File: src/hw/hbmsp_pkg.sv
// Constants, register map and state type of the host bus master/slave port.
package hbmsp_pkg;

   localparam int CLK_PERIOD_NS = 100;
   localparam int SLAVE_WAIT_NS = 200;
   localparam int SLAVE_WAIT_CYC = (SLAVE_WAIT_NS + CLK_PERIOD_NS - 1) / CLK_PERIOD_NS;
   localparam int PREEMPT_MAX_CYC = 5;

   localparam int REG_AW = 8;
   localparam logic [7:0] OFS_CTRL = 8'h00;
   localparam logic [7:0] OFS_STATUS = 8'h04;
   localparam logic [7:0] OFS_DMA_ADDR = 8'h08;
   localparam logic [7:0] OFS_DMA_WDATA = 8'h0C;
   localparam logic [7:0] OFS_DMA_RDATA = 8'h10;
   localparam logic [7:0] OFS_DMA_CMD = 8'h14;

   localparam int CTRL_INIT = 0;
   localparam int CTRL_POL = 1;
   localparam int CTRL_STYLE = 2;
   localparam int CTRL_RXMASK = 7;
   localparam int STAT_IE = 6;
   localparam int STAT_SUM = 7;
   localparam int STAT_OWNER = 15;
   localparam int CMD_START = 0;
   localparam int CMD_READ = 1;
   localparam int CMD_LANE = 4;
   localparam int CMD_BUSY = 0;

   // Flag order: babble, memory error, dropped frame, tx done, init done, tx start, loopback, rx done.
   localparam int NUM_FLAGS = 8;
   localparam int FLG_RX = 7;
   localparam int FLAG_POS [NUM_FLAGS] = '{14, 11, 12, 9, 8, 3, 2, 10};

   localparam logic [1:0] STYLE_X86 = 2'h0;
   localparam logic [1:0] STYLE_68K = 2'h1;

   localparam int PIN_W = 41;
   localparam int PIN_ASTRB = 32;
   localparam int PIN_DPS = 33;
   localparam int PIN_DIR = 34;
   localparam int PIN_RSEL = 35;
   localparam int PIN_CDSEL = 36;
   localparam int PIN_TAW = 37;
   localparam int PIN_HOLD = 38;
   localparam int PIN_GRANT = 39;
   localparam int PIN_GACK = 40;

   typedef enum logic [2:0] {ST_IDLE, ST_REQ, ST_ADDR, ST_DATA, ST_REL, ST_SLAVE, ST_SLAVE_END} hbmsp_st_e;

endpackage

File: src/hw/hbmsp_port.sv
// Host bus port: slave register access, DMA master cycles, arbitration and interrupt pins.
//
// The register offsets and the strobed register port were left to the implementer.
`timescale 1ns/1ns
module hbmsp_port (
   input wire logic i_sys_clk,
   input wire logic i_rst,
   input wire logic [hbmsp_pkg::REG_AW-1:0] i_reg_addr,
   input wire logic [31:0] i_reg_wdata,
   input wire logic i_reg_wr,
   input wire logic i_reg_rd,
   output logic [31:0] o_reg_rdata,
   input wire logic [hbmsp_pkg::NUM_FLAGS-1:0] i_evt_flags,
   input wire logic [31:0] i_addr_data_lines,
   output logic [31:0] o_addr_data_lines,
   output logic o_addr_data_lines_oe,
   input wire logic i_addr_strobe,
   output logic o_addr_strobe,
   output logic o_addr_strobe_oe,
   input wire logic i_data_phase_strobe,
   output logic o_data_phase_strobe,
   output logic o_data_phase_strobe_oe,
   input wire logic i_direction,
   output logic o_direction,
   output logic o_direction_oe,
   input wire logic i_register_select,
   input wire logic i_control_data_sel,
   input wire logic i_target_ack_wait,
   output logic o_target_ack_wait_oe,
   input wire logic i_hold_ack,
   output logic o_bus_request_x86_oe,
   output logic o_owner_x86_oe,
   input wire logic i_bus_grant_68k,
   output logic o_bus_request_68k_oe,
   input wire logic i_grant_ack_68k,
   output logic o_grant_ack_68k_oe,
   output logic o_xcvr_in_enable,
   output logic o_xcvr_out_enable,
   output logic o_interrupt_summary_oe,
   output logic o_rx_irq_oe
);
   import hbmsp_pkg::*;

   typedef struct packed {
      logic [PIN_W-1:0] sync1;
      logic [PIN_W-1:0] sync2;
      hbmsp_st_e st;
      logic init;
      logic pol;
      logic [1:0] style;
      logic rxmask;
      logic ie;
      logic [NUM_FLAGS-1:0] flags;
      logic [31:0] dma_addr;
      logic [31:0] dma_wdata;
      logic [31:0] dma_rdata;
      logic dma_read;
      logic [3:0] lanes;
      logic pend;
      logic [7:0] rap;
      logic [2:0] wcnt;
      logic [31:0] rdata;
      logic [31:0] ad;
      logic ad_oe;
      logic astrb;
      logic astrb_oe;
      logic dps;
      logic dps_oe;
      logic dir;
      logic dir_oe;
      logic taw_oe;
      logic req86_oe;
      logic own86_oe;
      logic req68_oe;
      logic gack_oe;
      logic xin;
      logic xout;
      logic irq_sum_oe;
      logic rx_irq_oe;
   } hbmsp_state_s;

   hbmsp_state_s q;
   hbmsp_state_s d;

   logic [PIN_W-1:0] pin_vec;
   logic [PIN_W-1:0] s;
   logic astrb_act;
   logic slave_hit;

   assign pin_vec = {i_grant_ack_68k, i_bus_grant_68k, i_hold_ack, i_target_ack_wait, i_control_data_sel,
                     i_register_select, i_direction, i_data_phase_strobe, i_addr_strobe, i_addr_data_lines};
   assign s = q.sync2;
   // Strobe is active high when polarity is 0 and active low when it is 1.
   assign astrb_act = s[PIN_ASTRB] ^ q.pol;
   assign slave_hit = q.init && s[PIN_RSEL] && s[PIN_DPS];

   function automatic logic [31:0] reg_read(input hbmsp_state_s r, input logic [7:0] a);
      logic [31:0] v;
      v = '0;
      case (a)
         OFS_CTRL: begin
            v[CTRL_INIT] = r.init;
            v[CTRL_POL] = r.pol;
            v[CTRL_STYLE +: 2] = r.style;
            v[CTRL_RXMASK] = r.rxmask;
         end
         OFS_STATUS: begin
            for (int k = 0; k < NUM_FLAGS; k++) begin
               v[FLAG_POS[k]] = r.flags[k];
            end
            v[STAT_IE] = r.ie;
            v[STAT_SUM] = (|r.flags[FLG_RX-1:0]) | (r.flags[FLG_RX] & ~r.rxmask);
            v[STAT_OWNER] = r.own86_oe | r.gack_oe;
         end
         OFS_DMA_ADDR: v = r.dma_addr;
         OFS_DMA_WDATA: v = r.dma_wdata;
         OFS_DMA_RDATA: v = r.dma_rdata;
         OFS_DMA_CMD: begin
            v[CMD_BUSY] = r.pend;
            v[CMD_READ] = r.dma_read;
            v[CMD_LANE +: 4] = r.lanes;
         end
         default: v = '0;
      endcase
      return v;
   endfunction

   always_comb begin
      logic wen;
      logic [7:0] waddr;
      logic [31:0] wdata;
      logic [NUM_FLAGS-1:0] clr;
      logic sl_wr;
      logic [31:0] sl_wdata;
      wen = 1'b0;
      waddr = '0;
      wdata = '0;
      clr = '0;
      sl_wr = 1'b0;
      sl_wdata = '0;
      d = q;
      d.sync1 = pin_vec;
      d.sync2 = q.sync1;
      d.rdata = '0;
      if (i_reg_rd) begin
         d.rdata = reg_read(q, i_reg_addr);
      end

      case (q.st)
         ST_IDLE: begin
            if (slave_hit) begin
               d.st = ST_SLAVE;
               d.wcnt = '0;
               d.taw_oe = 1'b1;
            end else if (q.pend && q.init) begin
               d.st = ST_REQ;
            end
         end
         ST_REQ: begin
            if (slave_hit) begin
               d.req86_oe = 1'b0;
               d.req68_oe = 1'b0;
               d.st = ST_SLAVE;
               d.wcnt = '0;
               d.taw_oe = 1'b1;
            end else if (q.style == STYLE_68K) begin
               d.req68_oe = 1'b1;
               if (s[PIN_GRANT] && !s[PIN_GACK] && !s[PIN_DPS] && !astrb_act) begin
                  d.gack_oe = 1'b1;
                  d.req68_oe = 1'b0;
                  d.st = ST_ADDR;
               end
            end else begin
               d.req86_oe = 1'b1;
               if (s[PIN_HOLD] && !astrb_act) begin
                  d.own86_oe = 1'b1;
                  d.st = ST_ADDR;
               end
            end
         end
         ST_ADDR: begin
            d.ad_oe = 1'b1;
            d.ad[31:2] = q.dma_addr[31:2];
            if (q.style == STYLE_X86) begin
               d.ad[1:0] = q.lanes[3:2];
            end else begin
               d.ad[1:0] = q.dma_addr[1:0];
            end
            d.astrb_oe = 1'b1;
            d.astrb = ~q.pol;
            d.dir_oe = 1'b1;
            d.dir = q.dma_read;
            d.xout = 1'b1;
            d.xin = 1'b0;
            d.st = ST_DATA;
         end
         ST_DATA: begin
            d.astrb = q.pol;
            d.dps_oe = 1'b1;
            d.dps = 1'b1;
            if (q.dma_read) begin
               d.ad_oe = 1'b0;
               d.xout = 1'b0;
               d.xin = 1'b1;
            end else begin
               d.ad = q.dma_wdata;
            end
            if (q.dps && s[PIN_TAW]) begin
               if (q.dma_read) begin
                  d.dma_rdata = s[31:0];
               end
               d.pend = 1'b0;
               d.st = ST_REL;
            end
         end
         ST_REL: begin
            d.st = ST_IDLE;
         end
         ST_SLAVE: begin
            d.xin = ~s[PIN_DIR];
            if (32'(q.wcnt) + 1 >= SLAVE_WAIT_CYC) begin
               d.taw_oe = 1'b0;
               d.st = ST_SLAVE_END;
               if (s[PIN_DIR]) begin
                  d.ad_oe = 1'b1;
                  d.xout = 1'b1;
                  d.xin = 1'b0;
                  d.ad = s[PIN_CDSEL] ? {24'h000000, q.rap} : reg_read(q, q.rap);
               end else if (s[PIN_CDSEL]) begin
                  d.rap = s[7:0];
               end else begin
                  sl_wr = 1'b1;
                  sl_wdata = s[31:0];
               end
            end else begin
               d.wcnt = q.wcnt + 3'h1;
            end
         end
         ST_SLAVE_END: begin
            if (!s[PIN_DPS] || !s[PIN_RSEL]) begin
               d.ad_oe = 1'b0;
               d.xin = 1'b0;
               d.xout = 1'b0;
               d.st = ST_IDLE;
            end
         end
         default: d.st = ST_IDLE;
      endcase

      // A withdrawn hold_ack aborts the transfer; the command stays pending for a retry.
      if (q.style == STYLE_X86 && q.own86_oe && !s[PIN_HOLD]) begin
         d.st = ST_REL;
      end
      if (d.st == ST_REL) begin
         d.ad_oe = 1'b0;
         d.astrb_oe = 1'b0;
         d.dps_oe = 1'b0;
         d.dps = 1'b0;
         d.dir_oe = 1'b0;
         d.xin = 1'b0;
         d.xout = 1'b0;
         d.req86_oe = 1'b0;
         d.own86_oe = 1'b0;
         d.gack_oe = 1'b0;
      end

      if (i_reg_wr) begin
         wen = 1'b1;
         waddr = i_reg_addr;
         wdata = i_reg_wdata;
      end else if (sl_wr) begin
         wen = 1'b1;
         waddr = q.rap;
         wdata = sl_wdata;
      end
      if (wen) begin
         case (waddr)
            OFS_CTRL: begin
               d.init = q.init | wdata[CTRL_INIT];
               d.pol = wdata[CTRL_POL];
               d.style = wdata[CTRL_STYLE +: 2];
               d.rxmask = wdata[CTRL_RXMASK];
            end
            OFS_STATUS: begin
               d.ie = wdata[STAT_IE];
               for (int k = 0; k < NUM_FLAGS; k++) begin
                  clr[k] = wdata[FLAG_POS[k]];
               end
            end
            OFS_DMA_ADDR: d.dma_addr = wdata;
            OFS_DMA_WDATA: d.dma_wdata = wdata;
            OFS_DMA_CMD: begin
               if (wdata[CMD_START] && !q.pend) begin
                  d.pend = 1'b1;
                  d.dma_read = wdata[CMD_READ];
                  d.lanes = wdata[CMD_LANE +: 4];
               end
            end
            default: d.pend = d.pend;
         endcase
      end
      // A new event wins over a clear written in the same cycle.
      d.flags = (q.flags & ~clr) | i_evt_flags;
      d.irq_sum_oe = q.ie && (|q.flags[FLG_RX-1:0]);
      d.rx_irq_oe = q.ie && q.flags[FLG_RX] && !q.rxmask;
   end

   always_ff @(posedge i_sys_clk or posedge i_rst) begin
      if (i_rst) begin
         q <= '0;
      end else begin
         q <= d;
      end
   end

   assign o_reg_rdata = q.rdata;
   assign o_addr_data_lines = q.ad;
   assign o_addr_data_lines_oe = q.ad_oe;
   assign o_addr_strobe = q.astrb;
   assign o_addr_strobe_oe = q.astrb_oe;
   assign o_data_phase_strobe = q.dps;
   assign o_data_phase_strobe_oe = q.dps_oe;
   assign o_direction = q.dir;
   assign o_direction_oe = q.dir_oe;
   assign o_target_ack_wait_oe = q.taw_oe;
   assign o_bus_request_x86_oe = q.req86_oe;
   assign o_owner_x86_oe = q.own86_oe;
   assign o_bus_request_68k_oe = q.req68_oe;
   assign o_grant_ack_68k_oe = q.gack_oe;
   assign o_xcvr_in_enable = q.xin;
   assign o_xcvr_out_enable = q.xout;
   assign o_interrupt_summary_oe = q.irq_sum_oe;
   assign o_rx_irq_oe = q.rx_irq_oe;

   localparam int PRE_LIM = 5;
   logic [2:0] pre_cnt_q;
   always_ff @(posedge i_sys_clk or posedge i_rst) begin
      if (i_rst) begin
         pre_cnt_q <= '0;
      end else if (o_owner_x86_oe && !i_hold_ack && pre_cnt_q != 3'h7) begin
         pre_cnt_q <= pre_cnt_q + 3'h1;
      end else if (!(o_owner_x86_oe && !i_hold_ack)) begin
         pre_cnt_q <= '0;
      end
   end
endmodule

File: config.mk
export PLATFORM = sky130hd
export DESIGN_NAME = hbmsp_port
export DESIGN_NICKNAME = d
export VERILOG_FILES = /design/src/hw/hbmsp_pkg.sv /design/src/hw/hbmsp_port.sv
export SDC_FILE = /design/constraint.sdc
export NUM_CORES = 1
export LEC_CHECK = 0
export ABC_CLOCK_PERIOD_IN_PS = 9850
export BUFFER_PORTS_ARGS = -buffer_cell sky130_fd_sc_hd__buf_4
export CAP_MARGIN = 40
export CORE_MARGIN = 3
export CORE_UTILIZATION = 53
export CTS_BUF_LIST = sky130_fd_sc_hd__clkbuf_16
export DETAILED_ROUTE_END_ITERATION = 10
export PLACE_DENSITY = 0.74
export SYNTH_ARGS = -nofsm -noshare
export SYNTH_HDL_FRONTEND = slang
export SYNTH_SLANG_ARGS = --single-unit
File: constraint.sdc
create_clock -name i_sys_clk -period 9.85 [get_ports i_sys_clk]
set_input_delay 0 -clock i_sys_clk [delete_from_list [all_inputs] [get_ports i_sys_clk]]
set_output_delay 0 -clock i_sys_clk [all_outputs]
set_load 0.02 [all_outputs]
==> results_dict.tcl <==
set metrics [dict create \
    critPathArrivalTime_ns 4.29 \
    netlist_instances 1208 \
    die_w_um 161.3 \
    fp.dieH_um 161.3 \
    grt_usage_pct 28.57 \
    p_leak_nw 6.936 \
    max_cap_viol_count 0 \
    port_buffers 172 \
    whs_ns 0.03698 \
    vias 10490 \
    status "complete, no violations" \
    syn2layout_area_growth_pct 23.50 \
    ir_worst_vdd_uv 172.8 \
    htreeDepth 1 \
    path_clk_slew_ns 0.06 \
    grt_first_pass_wirelength_um 58850 \
    ys_seq_elements 290 \
    numCtsBuffers 30 \
    tns_ns 0 \
    cp.required_ns 10.34 \
    synth.most_common_cell "dfrtp_1" \
    drive_gt1_share_pct 21.28 \
    ant_nets 0 \
    yosysTopAreaCellShare_pct 56.80 \
    grt_antenna_before_repair 0 \
    synth_commonest_cells "dfrtp_1, nor2_1, nand2_1" \
    wl_um 37390 \
    synthMuxAreaShare_pct 5.367 \
    core_area_sq_um 23610 \
    diodes 0 \
    via_per_inst 6.068 \
    final_net_count 1481 \
    clock_sinks 290 \
    finalWeightedCongestion 0.9186 \
    final_max_slew_viol_count 0 \
    overflow 0 \
    synth_edf_count 0 \
    path_buf_inv 3 \
    io_pins 173 \
    synth_top_family_by_area "compound AO/OA/AOI/OAI gates" \
    worst_pin_slew_ns 1.031 \
    ys.flop_type "dfrtp_1" \
    startpoint_type "register" \
    synth-simple-area-share_pct 11.90 \
    clk_path_buf_depth 3 \
    post_cts_resized 0 \
    drt_iter0_drc 1161 \
    layout_worst_path_cycle_share_pct 38.55 \
    cts_tree "yes" \
    yosysSeqAreaShare_pct 56.80 \
    crit_path_max_incr_delay_ns 0.89 \
    synth_area_leaders "dfrtp_1, nor2_1, a22oi_1" \
    rsz0062_at_grt "no" \
    hold_viol 0 \
    start_util_pct 54.11 \
    dp_hpwl_um 23460 \
    yosys.area_share.adder_pct 0.1959 \
    finalSetupViolCount 0 \
    syn-num-nets 1303 \
    die_area_sq_um 26000 \
    fmax_ghz 0.2634 \
    async_reset_ff_share_pct 100.0 \
    powerDensity_nw_per_um2 252.8 \
    worstSetupPathType "register to register" \
    critical_path.cell_chain "nand3b_2 -> a2111oi_4 -> buf_4 -> nand2_2 -> nor3b_2 -> buf_6 -> a21oi_1 -> dlygate4sd3_1" \
    syn_area_per_cell_sq_um 10.58 \
    yosys_warnings 0 \
    synth_xor_area_share_pct 0.2742 \
    dr.pass1.iters 9 \
    clkLatencyLatePin_ns 0.56 \
    synth_compound_area_share_pct 18.75 \
    grt_max_degree 190 \
    cp_top_family "buffers and inverters" \
    slew_headroom_pct 31.27 \
    netlist_area_sq_um 12780 \
    hp-class "input port to register" \
    layout_min_cycle_time_ns 3.797 \
    worstSetupEndpointType "register" \
    crit_fanout 27 \
    drt_drc_violations_left 0 \
    nFillCells 1810 \
    grt_pass1_vias 10610 \
    synth_largest_area_cell "dfrtp_1" \
    cpMaxStageDelayCell "dfrtp_1" \
    wire_per_inst_um 21.63 \
    fp-row-count 56 \
    finClkSkew_ns 0.01584 \
    synth_cell_types 63 \
    cts_root_buf "clkbuf_16" \
]
-- logic make-up (layout without fill, tap and decap cells) --
| family | count (synthesis) | count (layout) |
|---|---|---|
| xor+xnor | 4 | 4 |
| mux | 63 | 63 |
| flops | 290 | 290 |
| fa+ha+maj | 2 | 2 |
| compound gates | 355 | 355 |
| simple gates | 339 | 339 |
| buf+inv | 155 | 357 |
-- stage by stage --
stage               setup slack, ns  area [sq um]  total power [mW]  instances  util (%)
floorplan                     1.844         12780             2.480       1208         -
global placement              6.462         13810             2.791       1574     58.49
detailed placement            6.326         13860             2.831       1579     58.70
CTS                           6.144         15780             3.982       1729     66.82
global route                  5.824         15780             4.185       1729     66.82
finish                        6.053         15780             3.989       1729     66.82
-- layout make-up --
cell class | count | area [sq um] | share of cell area, %
inverter | 14 | 60.06 | 0.3806
timing repair buffer | 287 | 2414 | 15.30
clock buffer | 31 | 775.7 | 4.916
tap | 319 | 399.1 | 2.530
sequential | 290 | 7257 | 45.99
clock inverter | 25 | 201.4 | 1.277
multi-input combinational | 763 | 4672 | 29.61
-- worst register-to-register path: stages, from the launching register on --
cell	delay, ns
dfrtp_1	0.89
nand3b_2	0.34
a2111oi_4	0.77
buf_4	0.50
nand2_2	0.14
nor3b_2	0.20
buf_6	0.18
a21oi_1	0.15
dlygate4sd3_1	0.56
-- path summary, 6_finish.rpt --
path	endpoint	depth (start not counted)	startpoint	slack, ns
worst min register to register	s[2]$_DFF_PP0_	0	d[212]$_DFF_PP0_	0.34
max in group asynchronous	q[174]$_DFFE_PP0P_	4	i_rst	8.28
worst min-delay path	o_reg_rdata[0]$_DFF_PP0_	4	i_reg_addr[3]	0.04
worst max register to register	q[195]$_DFF_PP0_	8	q[207]$_DFF_PP0_	6.05
worst max-delay path	q[195]$_DFF_PP0_	8	q[207]$_DFF_PP0_	6.05
min in group asynchronous	o_reg_rdata[8]$_DFF_PP0_	3	i_rst	0.13
-- repair_timing --
item	CTS	global route
buffers inserted	0	0
endpoints found under the hold margin	231	0
hold buffers	94	0
-- layer usage --
| metal | up-vias | global-route usage, % | wire (um) |
|---|---|---|---|
| met2 | 616 | 45.57 | 17630 |
| met1 | 5105 | 39.81 | 15180 |
| met3 | 116 | 5.001 | 3264 |
| met4 | 0 | 10.48 | 1317 |
| met5 | - | 0 | 0 |
| li1 | 4654 | - | - |
-- state kept, by name (all words and copies together), names as in the netlist, 32 cells and up --
register,cells
o_reg_rdata,32
d,41
s,41
q,130
o_addr_data_lines,32
-- cell usage in the layout, fill, tap and decap left out, drive strengths merged, types with 4 or more instances in the layout --
master / instances
a221oi: 19
inv: 18
nor2: 144
nor3b: 5
clkinv: 14
nand3: 17
nor3: 16
or3: 5
dfrtp: 290
buf: 193
and2: 7
o22a: 11
a21o: 4
nand2b: 11
dlygate4sd3: 94
and3: 11
a22oi: 70
o21ai: 83
mux2: 44
o22ai: 6
o221ai: 4
a31oi: 9
mux2i: 19
clkinvlp: 4
nand2: 103
nor2b: 8
a222oi: 27
clkbuf: 31
a21oi: 95
o2bb2ai: 6
-- report_power, final --
part,total (mW),switching (mW),internal [mW]
logic,1.16,0.662,0.496
registers,1.71,0.271,1.44
clock network,1.12,0.472,0.647
Note: power is estimated with default switching activity, not from simulation.
